===== src/flag_reg_pkg.sv =====
// package for the cpu status flag register
// assumes a single core clock domain and a plain register port
package flag_reg_pkg;
   // --------------------------------------------------------------
   // bit positions
   // --------------------------------------------------------------
   localparam int CARRY_BIT    = 0;
   localparam int HALF_BIT     = 1;
   localparam int ZERO_BIT     = 2;
   localparam int RANGE_BIT    = 3;
   localparam int SLEEP_BIT    = 4;
   localparam int EXPIRY_BIT   = 5;
   localparam int CHAIN_BIT    = 6;
   localparam int SIGNED_BIT   = 7;
   // --------------------------------------------------------------
   // register map and reset values
   // --------------------------------------------------------------
   localparam logic [3:0] FLAG_REG_OFFSET = 4'h0;
   localparam logic [7:0] WRITE_MASK      = 8'hcf;
   localparam logic [7:0] ARITH_RESET     = 8'h00;
   localparam logic       SYS_RESET       = 1'b0;

   // --------------------------------------------------------------
   // operation classes from the execution stage
   // --------------------------------------------------------------
   typedef enum logic [2:0] {
      OP_NONE,
      OP_ADD,
      OP_SUB,
      OP_MINUS_BORROW,
      OP_LOGIC,
      OP_ROTATE_CARRY
   } op_class_type;

   typedef struct packed {
      logic         valid;
      op_class_type op;
      logic [7:0]   a;
      logic [7:0]   b;
      logic [7:0]   logic_result;
      logic         rotate_carry;
   } exec_req_type;

   typedef struct packed {
      logic       wr;
      logic       rd;
      logic [3:0] addr;
      logic [7:0] wdata;
   } reg_bus_type;
endpackage : flag_reg_pkg


===== src/cpu_status_flag_register.sv =====
// status flag register of an 8-bit core
// assumes execution stage and dog timer events on core_clk_i
//
// Behaviour
// - eight bits: signed, chained, expiry, sleep, range, zero, half, carry
// - software writes arithmetic flags only; expiry and sleep read-only
// - carry set on add carry-out or subtract no-borrow; rotate updates it
// - half carry on low nibble carry, or no nibble borrow in subtract
// - zero set when result is zero, cleared otherwise
// - range flag is carry into msb xor carry out of msb
// - signed flag is range flag xor result msb
// - chained copies zero on subtract, ands with zero on borrow subtract
// - sleep cleared by reset or dog restart, set by power-down
// - expiry cleared by reset, restart or power-down, set by timeout
// - flags are never pushed automatically on interrupt or call
//
// Design decisions made here: strobed register access and the placing of the registers.
`timescale 1ns/1ps
module cpu_status_flag_register (
   input  wire logic                       core_clk_i,
   input  wire logic                       rst_b_i,
   input  wire flag_reg_pkg::reg_bus_type  bus_i,
   input  wire flag_reg_pkg::exec_req_type exec_i,
   input  wire logic                       dog_restart_instr_i,
   input  wire logic                       power_down_instr_i,
   input  wire logic                       dog_timeout_i,
   output logic [7:0]                      rdata_o,
   output logic [7:0]                      flags_o
);
   // ----------------------------------------------------------------
   // alu flag computation
   // ----------------------------------------------------------------
   logic [7:0] arith_reg;
   logic       sleep_reg;
   logic       expiry_reg;
   logic [7:0] arith_next;
   logic [8:0] sum;
   logic [4:0] nib;
   logic [7:0] res;
   logic       c_in_msb;
   logic       is_sub;
   logic       cin;
   logic [7:0] bop;
   logic       ov;

   always_comb begin
      is_sub = (exec_i.op == flag_reg_pkg::OP_SUB) ||
               (exec_i.op == flag_reg_pkg::OP_MINUS_BORROW);
      // borrow subtract uses carry as not-borrow
      cin = (exec_i.op == flag_reg_pkg::OP_SUB) ? 1'b1 :
            (exec_i.op == flag_reg_pkg::OP_MINUS_BORROW) ?
            arith_reg[flag_reg_pkg::CARRY_BIT] : 1'b0;
      bop = is_sub ? ~exec_i.b : exec_i.b;
      sum = {1'b0, exec_i.a} + {1'b0, bop} + {8'h00, cin};
      nib = {1'b0, exec_i.a[3:0]} + {1'b0, bop[3:0]} + {4'h0, cin};
      c_in_msb = exec_i.a[7] ^ bop[7] ^ sum[7];
      res = (exec_i.op == flag_reg_pkg::OP_LOGIC) ?
            exec_i.logic_result : sum[7:0];
      ov = c_in_msb ^ sum[8];
      arith_next = arith_reg;
      case (exec_i.op)
         flag_reg_pkg::OP_ADD,
         flag_reg_pkg::OP_SUB,
         flag_reg_pkg::OP_MINUS_BORROW: begin
            arith_next[flag_reg_pkg::CARRY_BIT] = sum[8];
            arith_next[flag_reg_pkg::HALF_BIT]  = nib[4];
            arith_next[flag_reg_pkg::ZERO_BIT]  = (res == 8'h00);
            arith_next[flag_reg_pkg::RANGE_BIT] = ov;
            arith_next[flag_reg_pkg::SIGNED_BIT] = ov ^ res[7];
            if (exec_i.op == flag_reg_pkg::OP_SUB) begin
               arith_next[flag_reg_pkg::CHAIN_BIT] = (res == 8'h00);
            end else if (exec_i.op == flag_reg_pkg::OP_MINUS_BORROW) begin
               arith_next[flag_reg_pkg::CHAIN_BIT] =
                  arith_reg[flag_reg_pkg::CHAIN_BIT] & (res == 8'h00);
            end
         end
         flag_reg_pkg::OP_LOGIC: begin
            arith_next[flag_reg_pkg::ZERO_BIT] = (res == 8'h00);
         end
         flag_reg_pkg::OP_ROTATE_CARRY: begin
            arith_next[flag_reg_pkg::CARRY_BIT] = exec_i.rotate_carry;
         end
         default: begin
            arith_next = arith_reg;
         end
      endcase
      if (!exec_i.valid) begin
         arith_next = arith_reg;
      end
      // software write to the arithmetic part
      if (bus_i.wr && bus_i.addr == flag_reg_pkg::FLAG_REG_OFFSET) begin
         arith_next = bus_i.wdata & flag_reg_pkg::WRITE_MASK;
      end
   end

   // ----------------------------------------------------------------
   // arithmetic flags
   // ----------------------------------------------------------------
   // no push on call or interrupt: nothing here saves the flags
   always_ff @(posedge core_clk_i) begin
      if (!rst_b_i) begin
         arith_reg <= flag_reg_pkg::ARITH_RESET;
      end else begin
         arith_reg <= arith_next;
      end
   end

   // ----------------------------------------------------------------
   // system flags
   // ----------------------------------------------------------------
   always_ff @(posedge core_clk_i) begin
      if (!rst_b_i) begin
         sleep_reg <= flag_reg_pkg::SYS_RESET;
      end else if (dog_restart_instr_i) begin
         sleep_reg <= 1'b0;
      end else if (power_down_instr_i) begin
         sleep_reg <= 1'b1;
      end
   end

   always_ff @(posedge core_clk_i) begin
      if (!rst_b_i) begin
         expiry_reg <= flag_reg_pkg::SYS_RESET;
      end else if (dog_timeout_i) begin
         expiry_reg <= 1'b1;
      end else if (dog_restart_instr_i || power_down_instr_i) begin
         expiry_reg <= 1'b0;
      end
   end

   // ----------------------------------------------------------------
   // outputs and read port
   // ----------------------------------------------------------------
   logic [7:0] flags_next;
   always_comb begin
      flags_next = arith_next;
      flags_next[flag_reg_pkg::SLEEP_BIT]  = 1'b0;
      flags_next[flag_reg_pkg::EXPIRY_BIT] = 1'b0;
   end

   always_ff @(posedge core_clk_i) begin
      if (!rst_b_i) begin
         flags_o <= flag_reg_pkg::ARITH_RESET;
      end else begin
         flags_o <= flags_next;
         flags_o[flag_reg_pkg::SLEEP_BIT] <= dog_restart_instr_i ? 1'b0 :
            power_down_instr_i ? 1'b1 : sleep_reg;
         flags_o[flag_reg_pkg::EXPIRY_BIT] <= dog_timeout_i ? 1'b1 :
            (dog_restart_instr_i || power_down_instr_i) ? 1'b0 : expiry_reg;
      end
   end

   always_ff @(posedge core_clk_i) begin
      if (!rst_b_i) begin
         rdata_o <= 8'h00;
      end else if (bus_i.rd && bus_i.addr == flag_reg_pkg::FLAG_REG_OFFSET) begin
         rdata_o <= arith_reg | {2'b00, expiry_reg, sleep_reg, 4'h0};
      end else begin
         rdata_o <= 8'h00;
      end
   end

   // ----------------------------------------------------------------
   // assertions
   // ----------------------------------------------------------------
   AST_WRITE_KEEPS_SYS: assert property (@(posedge core_clk_i)
      disable iff (!rst_b_i)
      (bus_i.wr && !dog_restart_instr_i && !power_down_instr_i &&
       !dog_timeout_i) |=> $stable(sleep_reg) && $stable(expiry_reg))
      else $error("write changed a system flag");
   AST_WRITE_ARITH: assert property (@(posedge core_clk_i)
      disable iff (!rst_b_i)
      (bus_i.wr && bus_i.addr == flag_reg_pkg::FLAG_REG_OFFSET) |=>
      arith_reg == ($past(bus_i.wdata) & flag_reg_pkg::WRITE_MASK))
      else $error("write did not land");
   AST_ADD_CARRY: assert property (@(posedge core_clk_i)
      disable iff (!rst_b_i)
      (exec_i.valid && exec_i.op == flag_reg_pkg::OP_ADD && !bus_i.wr) |=>
      arith_reg[flag_reg_pkg::CARRY_BIT] ==
      ($past({1'b0, exec_i.a}) + $past({1'b0, exec_i.b}) > 9'h0ff))
      else $error("add carry wrong");
   AST_SUB_HALF: assert property (@(posedge core_clk_i)
      disable iff (!rst_b_i)
      (exec_i.valid && exec_i.op == flag_reg_pkg::OP_SUB && !bus_i.wr) |=>
      arith_reg[flag_reg_pkg::HALF_BIT] ==
      ($past(exec_i.a[3:0]) >= $past(exec_i.b[3:0])))
      else $error("sub half carry wrong");
   AST_SUB_ZERO: assert property (@(posedge core_clk_i)
      disable iff (!rst_b_i)
      (exec_i.valid && exec_i.op == flag_reg_pkg::OP_SUB && !bus_i.wr) |=>
      arith_reg[flag_reg_pkg::ZERO_BIT] == ($past(exec_i.a) == $past(exec_i.b)))
      else $error("zero flag wrong");
   AST_SIGNED_XOR: assert property (@(posedge core_clk_i)
      disable iff (!rst_b_i)
      (exec_i.valid && exec_i.op == flag_reg_pkg::OP_ADD && !bus_i.wr) |=>
      arith_reg[flag_reg_pkg::SIGNED_BIT] ==
      (arith_reg[flag_reg_pkg::RANGE_BIT] ^ $past(sum[7])))
      else $error("signed flag wrong");
   AST_CHAIN_HOLD: assert property (@(posedge core_clk_i)
      disable iff (!rst_b_i)
      (exec_i.valid && exec_i.op == flag_reg_pkg::OP_ADD && !bus_i.wr) |=>
      $stable(arith_reg[flag_reg_pkg::CHAIN_BIT]))
      else $error("chained flag moved");
   AST_SLEEP_SET: assert property (@(posedge core_clk_i)
      disable iff (!rst_b_i)
      (power_down_instr_i && !dog_restart_instr_i) |=> sleep_reg ##1
      (sleep_reg || $past(dog_restart_instr_i)))
      else $error("sleep flag not set");
   AST_EXPIRY: assert property (@(posedge core_clk_i)
      disable iff (!rst_b_i)
      dog_timeout_i |=> expiry_reg)
      else $error("expiry flag not set");
   AST_EXPIRY_CLR: assert property (@(posedge core_clk_i)
      disable iff (!rst_b_i)
      (power_down_instr_i && !dog_timeout_i) |=> !expiry_reg)
      else $error("expiry flag not cleared");

   AST_READ_SYS: assert property (@(posedge core_clk_i)
      disable iff (!rst_b_i)
      (bus_i.rd && bus_i.addr == flag_reg_pkg::FLAG_REG_OFFSET) |=>
      rdata_o[flag_reg_pkg::EXPIRY_BIT] == $past(expiry_reg) &&
      rdata_o[flag_reg_pkg::SLEEP_BIT] == $past(sleep_reg))
      else $error("read data system bits wrong");

   AST_READ_UNMAPPED: assert property (@(posedge core_clk_i)
      disable iff (!rst_b_i)
      (bus_i.rd && bus_i.addr != flag_reg_pkg::FLAG_REG_OFFSET) |=>
      rdata_o == 8'h00)
      else $error("unmapped read not zero");

   AST_READ_IDLE: assert property (@(posedge core_clk_i)
      disable iff (!rst_b_i)
      !bus_i.rd |=> rdata_o == 8'h00)
      else $error("read data not zero when idle");

   AST_FLAGS_MATCH: assert property (@(posedge core_clk_i)
      disable iff (!rst_b_i)
      flags_o == {arith_reg[7:6], expiry_reg, sleep_reg, arith_reg[3:0]})
      else $error("flag output differs from register");

   AST_WRITE_UNMAPPED: assert property (@(posedge core_clk_i)
      disable iff (!rst_b_i)
      (bus_i.wr && bus_i.addr != flag_reg_pkg::FLAG_REG_OFFSET &&
       !exec_i.valid) |=>
      $stable(arith_reg))
      else $error("unmapped write changed flags");

   AST_SUB_CARRY: assert property (@(posedge core_clk_i)
      disable iff (!rst_b_i)
      (exec_i.valid && exec_i.op == flag_reg_pkg::OP_SUB && !bus_i.wr) |=>
      arith_reg[flag_reg_pkg::CARRY_BIT] ==
      ($past(exec_i.a) >= $past(exec_i.b)))
      else $error("sub carry wrong");

   AST_ROTATE_CARRY: assert property (@(posedge core_clk_i)
      disable iff (!rst_b_i)
      (exec_i.valid && exec_i.op == flag_reg_pkg::OP_ROTATE_CARRY &&
       !bus_i.wr) |=>
      arith_reg[flag_reg_pkg::CARRY_BIT] == $past(exec_i.rotate_carry))
      else $error("rotate carry wrong");

   AST_LOGIC_CARRY: assert property (@(posedge core_clk_i)
      disable iff (!rst_b_i)
      (exec_i.valid && exec_i.op == flag_reg_pkg::OP_LOGIC && !bus_i.wr) |=>
      $stable(arith_reg[flag_reg_pkg::CARRY_BIT]))
      else $error("logic op moved carry");

   AST_ADD_HALF: assert property (@(posedge core_clk_i)
      disable iff (!rst_b_i)
      (exec_i.valid && exec_i.op == flag_reg_pkg::OP_ADD && !bus_i.wr) |=>
      arith_reg[flag_reg_pkg::HALF_BIT] ==
      (({1'b0, $past(exec_i.a[3:0])} + {1'b0, $past(exec_i.b[3:0])}) >
       5'h0f))
      else $error("add half carry wrong");

   AST_ADD_ZERO: assert property (@(posedge core_clk_i)
      disable iff (!rst_b_i)
      (exec_i.valid && exec_i.op == flag_reg_pkg::OP_ADD && !bus_i.wr) |=>
      arith_reg[flag_reg_pkg::ZERO_BIT] ==
      (($past(exec_i.a) + $past(exec_i.b)) == 8'h00))
      else $error("add zero flag wrong");

   AST_LOGIC_ZERO: assert property (@(posedge core_clk_i)
      disable iff (!rst_b_i)
      (exec_i.valid && exec_i.op == flag_reg_pkg::OP_LOGIC && !bus_i.wr) |=>
      arith_reg[flag_reg_pkg::ZERO_BIT] ==
      ($past(exec_i.logic_result) == 8'h00))
      else $error("logic zero flag wrong");

   AST_SUB_CHAIN: assert property (@(posedge core_clk_i)
      disable iff (!rst_b_i)
      (exec_i.valid && exec_i.op == flag_reg_pkg::OP_SUB && !bus_i.wr) |=>
      arith_reg[flag_reg_pkg::CHAIN_BIT] ==
      arith_reg[flag_reg_pkg::ZERO_BIT])
      else $error("chained flag not copied");

   AST_BORROW_CHAIN: assert property (@(posedge core_clk_i)
      disable iff (!rst_b_i)
      (exec_i.valid && exec_i.op == flag_reg_pkg::OP_MINUS_BORROW &&
       !bus_i.wr) |=>
      arith_reg[flag_reg_pkg::CHAIN_BIT] ==
      ($past(arith_reg[flag_reg_pkg::CHAIN_BIT]) &
       arith_reg[flag_reg_pkg::ZERO_BIT]))
      else $error("chained flag not and-ed");

   AST_SLEEP_CLR: assert property (@(posedge core_clk_i)
      disable iff (!rst_b_i)
      dog_restart_instr_i |=> !sleep_reg)
      else $error("sleep flag not cleared");

   AST_SLEEP_HOLD: assert property (@(posedge core_clk_i)
      disable iff (!rst_b_i)
      (!dog_restart_instr_i && !power_down_instr_i) |=>
      $stable(sleep_reg))
      else $error("sleep flag moved");

   AST_RESET_SYS: assert property (@(posedge core_clk_i)
      !rst_b_i |=> !sleep_reg && !expiry_reg)
      else $error("system flags not reset");

   AST_EXPIRY_HOLD: assert property (@(posedge core_clk_i)
      disable iff (!rst_b_i)
      (!dog_timeout_i && !dog_restart_instr_i && !power_down_instr_i) |=>
      $stable(expiry_reg))
      else $error("expiry flag moved");

   AST_IDLE_HOLDS: assert property (@(posedge core_clk_i)
      disable iff (!rst_b_i)
      (!exec_i.valid && !bus_i.wr) |=> $stable(arith_reg))
      else $error("flags moved without update");

   // ----------------------------------------------------------------
   // cover properties
   // ----------------------------------------------------------------

   COV_ADD: cover property (@(posedge core_clk_i)
      exec_i.valid && exec_i.op == flag_reg_pkg::OP_ADD);
   COV_BORROW: cover property (@(posedge core_clk_i)
      exec_i.valid && exec_i.op == flag_reg_pkg::OP_MINUS_BORROW);
   COV_TIMEOUT: cover property (@(posedge core_clk_i) dog_timeout_i);
   COV_SLEEP: cover property (@(posedge core_clk_i)
      power_down_instr_i ##1 dog_restart_instr_i);
endmodule : cpu_status_flag_register


===== config.mk =====
export PLATFORM = sky130hd
export DESIGN_NAME = cpu_status_flag_register
export DESIGN_NICKNAME = d
export VERILOG_FILES = /design/src/flag_reg_pkg.sv /design/src/cpu_status_flag_register.sv
export SDC_FILE = /design/constraint.sdc
export NUM_CORES = 1
export LEC_CHECK = 0
export ABC_AREA = 1
export BUFFER_PORTS_ARGS = -buffer_cell sky130_fd_sc_hd__buf_2
export CAP_MARGIN = 20
export CORE_UTILIZATION = 49
export DETAILED_ROUTE_END_ITERATION = 8
export PLACE_DENSITY = 0.91
export SYNTH_ARGS = -nofsm -noshare
export SYNTH_HDL_FRONTEND = slang
export SYNTH_SLANG_ARGS = --single-unit

===== constraint.sdc =====
create_clock -name core_clk_i -period 6.09 [get_ports core_clk_i]
set_input_delay 0.609 -clock core_clk_i [delete_from_list [all_inputs] [get_ports core_clk_i]]
set_output_delay 0.609 -clock core_clk_i [all_outputs]
set_load 0.01 [all_outputs]

==> impl_metrics.toml, run 1 <==
[clocking]
cts_tree = "built"
clockRootBuffer = "clkbuf_4"
clk_path_buf_depth = 2
postCtsResizedCells = 0
ctsHoldBuffers = 0
post_cts_buffers = 0
htreeDepth = 1
clock_latency_ns = 0.29
numClockSinks = 16
numCtsBuffers = 3
clk_pin_slew_worst_paths_ns = 0.09

[synthesis]
async_flop_share = 0
synth_cell_type_count = 34
yosys-mux-area-fraction = 0
syn_nets = 249
synth_xor_area_frac = 0.0546
ys_ff_latch = 16
synth_area_leaders = "dfxtp_1 (25%), nand2_1 (11%), inv_1 (9.7%), ha_1 (6.8%), nor2_1 (5.9%)"
synth_top_area_frac = 0.250
yosys.area_share.simple = 0.322
synth_top_family_by_area = "simple AND/OR/NAND/NOR gates"
yosysWarningCount = 0
synth_edf_count = 0
synth.largest_area_cell = "dfxtp_1"
synth-compound-area-share = 0.159
avgSynthCellArea_um2 = 6.68
ys.flop_type = "dfxtp_1"
synthCells = 192
seq_area_frac_synth = 0.250
synth_fa_ha_area_frac = 0.0995
netlist_area_um2 = 1280

[finish]
syn_to_final_growth_pct = 28.0
layout_commonest_cell = "buf_2"
layout_common_cells = "buf_2 (61), nand2_1 (39), inv_1 (33)"
final_area_um2 = 1640
fin_nets = 312
largest_register_ffs = 8
n_antenna_cell = 0
n_fill_cell = 255
drive_gt1_frac = 0.319
final_core_util = 0.663

[detailed_routing]
drc = 0
ant_nets = 0
first_pass_iters = 4
drt-total-wl_um = 2820
vias = 1396
detail_route.wl_per_cell_um = 9.93
vias_per_cell = 4.92
drt_iter0_drc = 15

[grt]
grt_pass1_vias = 1262
grt_first_pass_wirelength_um = 4620
grt_use_total = 0.221
grt_max_degree = 13
antenna_found_initial = 0
grt-ovfl-total = 0

[floorplanning]
die_area_um2 = 2830
coreArea_um2 = 2480
initial_utilization = 0.518
boundaryPins = 64
fp.dieH_um = 53.2
die_w_um = 53.2
num_rows = 18

[setup_path]
path_class = "in2reg"
startpoint_type = "input pin"
critPathMaxFanout = 10
cp_cell_sequence = "buf_2 > nor2_4 > a21boi_0 > fa_1 > inv_1 > fa_1 > inv_1 > nand3_1 > nand2_1 > nand2_1 > o211ai_1 > nand2_1 > nand2_1 > a21oi_1 > o21ai_1 > inv_1"
cp_slowest_cell = "fa_1"
cp-end-kind = "flop"
arrival_ns = 2.94
crit_family = "simple AND/OR/NAND/NOR gates"
path_buf_inv = 4
crit_top_cell = "nand2_1"
cp.required_ns = 6.28
cp_slowest_stage_delay_ns = 0.40

[sta]
slew_violations = 0
setup_viol = 0
hold_viol_final = 0
tightestPinTransition_ns = 0.350
fmax_ghz = 0.364
tns_ns = 0
relSlewSlack = 0.766
period_minus_slack_ns = 2.75
fin_crit_sh = 0.451
rsz0062_at_grt = "no"
clock_skew_ns = 0.00266

[power_and_ir_drop]
vdd_drop_max_v = 0.000151
leakage_nw = 0.925
powerDensity_nw_per_um2 = 179
total_power_uw = 295

[run]
cap_violations = 0

[placed_design]
dpl.hpwl_um = 2430
port_buffers = 61
gp_congestion = 0.807
placed_area_um2 = 1610

[hold_path]
hold_class = "reg2reg"

[status]
status = "finished clean"
==> cell usage after synthesis (all sizes together) (3+ instances only) <==
master  number
dfxtp       16
buf          3
a21oi       13
o21ai       13
ha           7
inv         34
nand3       13
nand2       43
nand3b       3
xor2         7
nor2        23
==> through the flow <==
step / std cells / worst slack (ns) / hold slack (ns)
floorplan: 192 / 3.49 / 0.422
global placement: 280 / 3.04 / 0.431
detailed placement: 280 / 3.01 / 0.435
CTS: 284 / 3.32 / 0.449
global route: 284 / 3.03 / 0.474
finish: 284 / 3.34 / 0.446
==> area by class of cell <==
class                           instances  area [µm²]  share of cell area
Multi-Input combinational cell        139         815               0.496
Sequential cell                        16         320               0.195
Timing Repair Buffer                   61         305               0.186
Inverter                               34         128              0.0777
Tap cell                               30        37.5              0.0229
Clock buffer                            4        36.3              0.0221
==> power by group <==
| part | internal [mW] | switching, mW |
|---|---|---|
| Sequential | 0.108 | 0.00220 |
| Clock | 0.0364 | 0.0327 |
| Combinational | 0.0495 | 0.0655 |
| Total | 0.194 | 0.100 |
==> layer usage <==
metal,vias to the layer above,part of all wire,track usage
met4,0,0.017,0.105
met3,7,0.067,0.0460
met2,41,0.53,0.454
met1,614,0.39,0.198
li1,734,-,-
met5,-,0,0
==> worst paths after layout <==
| path | from | endpoint | slack, ns | depth (start not counted) |
|---|---|---|---|---|
| worst max-delay path | exec_i[27] | arith_reg[7]$_SDFFE_PN0P_ | 3.34 | 16 |
| worst min-delay path | flags_o[5]$_SDFF_PN0_ | rdata_o[5]$_SDFF_PN0_ | 0.45 | 2 |
| worst max register to register | arith_reg[0]$_SDFFE_PN0P_ | arith_reg[7]$_SDFFE_PN0P_ | 3.73 | 15 |
| worst min register to register | flags_o[5]$_SDFF_PN0_ | rdata_o[5]$_SDFF_PN0_ | 0.45 | 2 |
==> worst reg2reg max path, cell delays in order, from the launching register on <==
cell and delay, ns:
dfxtp_1 0.37, inv_1 0.07, a21boi_0 0.24, fa_1 0.25
inv_1 0.06, fa_1 0.40, inv_1 0.09, nand3_1 0.13
nand2_1 0.10, nand2_1 0.06, o211ai_1 0.11, nand2_1 0.07
nand2_1 0.09, a21oi_1 0.05, o21ai_1 0.13, inv_1 0.04
==> cells by family after synthesis <==
logic type                 after synthesis
DFF                                     16
adders and majority gates                9
AOI/OAI and AO/OA                       33
buffers and inverters                   37
xor gates and xnor gates                 8
and+or+nand+nor                         89
No activity file was read; power rests on OpenSTA's default activity.
==> inputs of run 2 (changes only) <==
--- a/config.mk
+++ b/config.mk
@@ -5,12 +5,12 @@
 export SDC_FILE = /design/constraint.sdc
 export NUM_CORES = 1
 export LEC_CHECK = 0
-export ABC_AREA = 1
+export ABC_AREA = 0
 export BUFFER_PORTS_ARGS = -buffer_cell sky130_fd_sc_hd__buf_2
 export CAP_MARGIN = 20
-export CORE_UTILIZATION = 49
+export CORE_UTILIZATION = 45
 export DETAILED_ROUTE_END_ITERATION = 8
-export PLACE_DENSITY = 0.91
+export PLACE_DENSITY = 0.86
 export SYNTH_ARGS = -nofsm -noshare
 export SYNTH_HDL_FRONTEND = slang
 export SYNTH_SLANG_ARGS = --single-unit
==> constraint.sdc (replaced) <==
create_clock -name core_clk_i -period 2.8 [get_ports core_clk_i]
set_input_delay 0.28 -clock core_clk_i [delete_from_list [all_inputs] [get_ports core_clk_i]]
set_output_delay 0.28 -clock core_clk_i [all_outputs]
set_load 0.01 [all_outputs]
==> impl_metrics.toml, run 2 <==
[status]
status = "finished clean"

[detailed_routing]
first_pass_iters = 3
drt-total-wl_um = 2680
drc = 0
vias = 1254
detail_route.wl_per_cell_um = 11.2
ant_nets = 0
drt_iter0_drc = 10
vias_per_cell = 5.23

[finish]
fin_nets = 269
n_fill_cell = 250
drive_gt1_frac = 0.386
seq_area_um2 = 320
layout_common_cells = "buf_2 (61), dfxtp_1 (16), o21ai_0 (13)"
syn_to_final_growth_pct = 31.3
largest_register_ffs = 8
multiInputGateArea_um2 = 835
layout_commonest_cell = "buf_2"
n_antenna_cell = 0

[synthesis]
synth_xor_area_frac = 0.0857
synth_area_leaders = "dfxtp_1 (26%), xnor2_1 (7.9%), ha_1 (7.1%), o21ai_0 (5.3%), and2_1 (4.6%)"
yosys-top-cells-count = "dfxtp_1 (16), o21ai_0 (13), xnor2_1 (11)"
synth_edf_count = 0
synth_fa_ha_area_frac = 0.104
yosys-mux-area-fraction = 0.0163
synth_top_area_frac = 0.261
synth_top_family_by_area = "compound AO/OA/AOI/OAI gates"
yosys.area_share.simple = 0.224
ys_ff_latch = 16
avgSynthCellArea_um2 = 8.52
netlist_area_um2 = 1230
ys.flop_type = "dfxtp_1"
yosysMostFrequentCell = "dfxtp_1"
synth-compound-area-share = 0.250
synthCells = 144
async_flop_share = 0
yosysWarningCount = 0
synth_cell_type_count = 45
seq_area_frac_synth = 0.261
synth.largest_area_cell = "dfxtp_1"
syn_nets = 201

[sta]
rsz0062_at_grt = "no"
relSlewSlack = 0.622
fin_crit_sh = 0.838
period_minus_slack_ns = 2.35
clock_skew_ns = 0.00473
worst_hold_slack_ns = 0.183
tightestPinTransition_ns = 0.562
setup_viol = 0
fmax_ghz = 0.426
tns_ns = 0
hold_viol_final = 0
slew_violations = 0

[floorplanning]
num_rows = 18
fp.dieH_um = 54.2
initial_utilization = 0.486
boundaryPins = 64
die_w_um = 54.2
die_area_um2 = 2940
coreArea_um2 = 2520

[setup_path]
cp_slowest_cell = "fa_1"
cp.required_ns = 2.98
path_class = "in2reg"
cp-end-kind = "flop"
rr_worst_depth = 10
arrival_ns = 2.53
startpoint_type = "input pin"
cp_slowest_stage_delay_ns = 0.39
cp_cell_sequence = "buf_2 > nand2b_1 > buf_4 > xnor2_1 > fa_1 > inv_1 > fa_1 > xor2_1 > nand4b_1 > a211oi_2 > o2111ai_1 > o41ai_2"
crit_top_cell = "fa_1"
critPathMaxFanout = 11
r2r-start = "arith_reg[0]$_SDFFE_PN0P_"
crit_start = "exec_i[27]"

[power_and_ir_drop]
vdd_drop_max_v = 0.000271
power_frac_seq = 0.400
switchingPower_uw = 187
powerDensity_nw_per_um2 = 371
total_power_uw = 597
internal_power_uw = 410
clkPwrFrac = 0.186
leakage_nw = 0.774
combPwrFrac = 0.414
p_sw_frac = 0.314

[run]
cap_violations = 0

[grt]
grt_use_total = 0.201
grt_pass1_vias = 1173
grt-ovfl-total = 0
antenna_found_initial = 0
grt_max_degree = 14
grt_first_pass_wirelength_um = 4440

[clocking]
clockRootBuffer = "clkbuf_4"
cts_tree = "built"
clk_path_buf_depth = 2
postCtsResizedCells = 0
numClockSinks = 16
post_cts_buffers = 0
htreeDepth = 1
ctsHoldBuffers = 0
numCtsBuffers = 3
clk_pin_slew_worst_paths_ns = 0.08
clock_latency_ns = 0.27

[placed_design]
dpl.hpwl_um = 2330
port_buffers = 61
gp_congestion = 0.885

[hold_path]
hold_depth = 2
hp-start = "dog_restart_instr_i"
hold_class = "in2reg"
## run 2: changes by cell type after synthesis, moves of 4 or more
| cell | change |
|---|---|
| a21oi_1 | -4 |
| nand2b_1 | +4 |
| xnor2_1 | +10 |
| xor2_1 | -6 |
| and2_1 | +8 |
| nor3b_1 | +4 |
| nor2_1 | -12 |
| nand2_2 | -4 |
| nand2_1 | -32 |
| buf_4 | +4 |
| inv_1 | -27 |
| nand3_1 | -8 |
## run 2: cell families after synthesis
kind of cell	count (synthesis)
AOI/OAI and AO/OA	44
and+or+nand+nor	48
adders and majority gates	9
buffers and inverters	13
xor gates and xnor gates	12
muxes	2
DFF	16
## run 2: cell type report
cell class,count,share of cell area
clock buffer,3,0.0140
sequential,16,0.199
inverter,6,0.0140
multi-input combinational,115,0.518
timing repair buffer,70,0.232
tap,30,0.0233
## run 2: final timing paths
kind	slack [ns]	endpoint
max	0.45	arith_reg[2]$_SDFFE_PN0P_
min	0.18	flags_o[4]$_SDFF_PP0_
max reg2reg	0.48	arith_reg[2]$_SDFFE_PN0P_
min reg2reg	0.48	rdata_o[5]$_SDFF_PN0_
## run 2: per-stage QoR
step,instances,setup WS [ns],utilization,cell area (µm²)
final,240,0.453,0.638,1610
after global routing,240,0.242,0.638,1610
after CTS,240,0.429,0.638,1610
after detailed placement,237,0.159,0.629,1590
after global placement,237,0.198,0.629,1590
after floorplan,144,0.202,-,1230
## run 2: metal layers
metal	vias to the layer above	share of wire	track usage
met5	-	0	0
met4	0	0	0.0641
met3	0	0.049	0.0113
met2	38	0.52	0.411
met1	560	0.43	0.211
li1	656	-	-
## run 2: power by group through the flow
| stage | clock [mW] | combinational (mW) | sequential (mW) |
|---|---|---|---|
| floorplan | 0 | 0.162 | 0.246 |
| global placement | 0 | 0.243 | 0.244 |
| detailed placement | 0 | 0.248 | 0.244 |
| CTS | 0.114 | 0.250 | 0.239 |
| global route | 0.127 | 0.278 | 0.240 |
| finish | 0.111 | 0.247 | 0.239 |
## run 2: worst max-delay path, delay by kind of cell
kind,cells,cell delay [ns]
AO/OA/AOI/OAI,3,0.65
adder cells (fa/ha/maj),2,0.62
XOR/XNOR,2,0.37
buffers and inverters,3,0.35
AND/OR/NAND/NOR,2,0.26
==> inputs of run 3 (changes only) <==
==> constraint.sdc (replaced) <==
create_clock -name core_clk_i -period 2.2 [get_ports core_clk_i]
set_input_delay 0.22 -clock core_clk_i [delete_from_list [all_inputs] [get_ports core_clk_i]]
set_output_delay 0.22 -clock core_clk_i [all_outputs]
set_load 0.01 [all_outputs]
==> impl_metrics.toml, run 3 (same netlist as run 2, synthesis figures left out) <==
[clocking]
numClockSinks = 16
clk_path_buf_depth = 2
htreeDepth = 1
clk_pin_slew_worst_paths_ns = 0.09
cts_tree = "built"
clockRootBuffer = "clkbuf_4"
clock_latency_ns = 0.28
numCtsBuffers = 3

[setup_path]
critPathMaxFanout = 2
r2r-start = "arith_reg[0]$_SDFFE_PN0P_"
crit_end = "arith_reg[6]$_SDFFE_PN0P_"
cp.required_ns = 2.39
path_class = "reg2reg"
rr_worst_depth = 9
r2r_slack_ns = 0.06
cp-end-kind = "flop"
startpoint_type = "flop"
arrival_ns = 2.33
crit-reg2reg-capture = "arith_reg[6]$_SDFFE_PN0P_"
crit_start = "arith_reg[0]$_SDFFE_PN0P_"

[sta]
hold_viol_final = 0
fmax_ghz = 0.467
setup_viol = 0
relSlewSlack = 0.564
tightestPinTransition_ns = 0.648
slew_violations = 0
rsz0062_at_grt = "yes"
clock_skew_ns = 0.00292
period_minus_slack_ns = 2.14
fin_crit_sh = 0.974

[floorplanning]
num_rows = 18
coreArea_um2 = 2520
die_area_um2 = 2940
die_w_um = 54.2
boundaryPins = 64
fp.dieH_um = 54.2
initial_utilization = 0.486

[grt]
grt_max_degree = 14
antenna_found_initial = 0
grt_use_total = 0.225
grt_pass1_vias = 1179
grt_first_pass_wirelength_um = 4860
grt-ovfl-total = 0

[finish]
drive_gt1_frac = 0.477
seq_area_um2 = 322
n_fill_cell = 224
layout_common_cells = "buf_2 (61), buf_4 (20), dfxtp_1 (15)"
largest_register_ffs = 8
fin_nets = 280
layout_commonest_cell = "buf_2"
n_antenna_cell = 0
syn_to_final_growth_pct = 43.4
multiInputGateArea_um2 = 885
final_area_um2 = 1760
stdcell_count = 252

[status]
status = "finished clean"

[placed_design]
dp_cells = 247
port_buffers = 61
dpl.hpwl_um = 2460
placed_area_um2 = 1670
gp_congestion = 0.867

[detailed_routing]
drt-total-wl_um = 2960
detail_route.wl_per_cell_um = 11.8
ant_nets = 0
vias = 1354
first_pass_iters = 4
vias_per_cell = 5.37
drc = 0
drt_iter0_drc = 26

[power_and_ir_drop]
vdd_drop_max_v = 0.000410
powerDensity_nw_per_um2 = 489
leakage_nw = 0.851
total_power_uw = 859

[run]
cap_violations = 0

[hold_path]
hold_class = "in2reg"
## run 3: cell count changes in the layout (fill, tap and decap cells not counted), moves of 2 or more
cell / before / now
a21oi_1: 6 / 4
a211oi_1: 3 / 1
inv_1: 6 / 4
buf_4: 9 / 20
fa_2: 0 / 2
a21oi_2: 0 / 2
o21ai_0: 13 / 11
inv_2: 0 / 2
fa_1: 2 / 0
o21ai_1: 0 / 2
a211oi_2: 1 / 3
## run 3: worst max-delay path: stages, from the launching register on
cell	delay [ns]
dfxtp_2	0.34
inv_2	0.04
a21oi_2	0.16
fa_2	0.23
inv_2	0.04
fa_2	0.52
nand4b_1	0.11
a211oi_2	0.23
o2111ai_2	0.15
o41ai_1	0.23
## run 3: layout make-up
cell class / instances / area share
Multi-Input combinational cell: 115 / 0.503
Timing Repair Buffer: 81 / 0.259
Sequential cell: 16 / 0.183
Tap cell: 30 / 0.0214
Clock buffer: 4 / 0.0206
Inverter: 6 / 0.0128
## run 3: per-stage QoR
stage          hold slack [ns]  setup WS, ns   util   TNS, ns
4_1_cts                  0.105      -0.00296  0.688  -0.00296
2_1_floorplan            0.296        -0.165      -    -0.334
3_3_place_gp             0.401        -0.405  0.662     -1.95
3_5_place_dp             0.407        -0.437  0.662     -2.39
6_report                 0.108        0.0572  0.697         0
5_1_grt                 0.0988       -0.0491  0.697    -0.142
## run 3: what timing repair did
item                                   in CTS  in global routing
endpoints found under the hold margin       0                  0
pin swaps                                   0                  6
hold buffers                                0                  0
gates resized for setup                     6                  9
setup buffers                               0                  1
setup endpoints to repair                   6                  6
## run 3: report_power, final
part           switching (mW)  leakage (nW)  internal (mW)  total, mW
logic                   0.177         0.700          0.190      0.367
registers             0.00579         0.130          0.298      0.304
clock network          0.0875        0.0210          0.101      0.188
total                   0.270         0.851          0.589      0.859
## run 3: routing by layer
layer,track usage,part of all wire
met1,0.245,0.40
met2,0.445,0.54
met3,0.0282,0.051
met4,0.0513,0.0064
met5,0,0
## run 3: worst min path at each step
stage	from	to	slack, ns	cells past startpoint
after floorplan	dog_restart_instr_i	flags_o[4]$_SDFF_PP0_	0.30	1
final	dog_restart_instr_i	flags_o[4]$_SDFF_PP0_	0.11	2
after detailed placement	dog_restart_instr_i	flags_o[4]$_SDFF_PP0_	0.41	2
after global placement	dog_restart_instr_i	flags_o[4]$_SDFF_PP0_	0.40	2
after CTS	dog_restart_instr_i	flags_o[4]$_SDFF_PP0_	0.11	2
after global routing	dog_restart_instr_i	flags_o[4]$_SDFF_PP0_	0.1	2
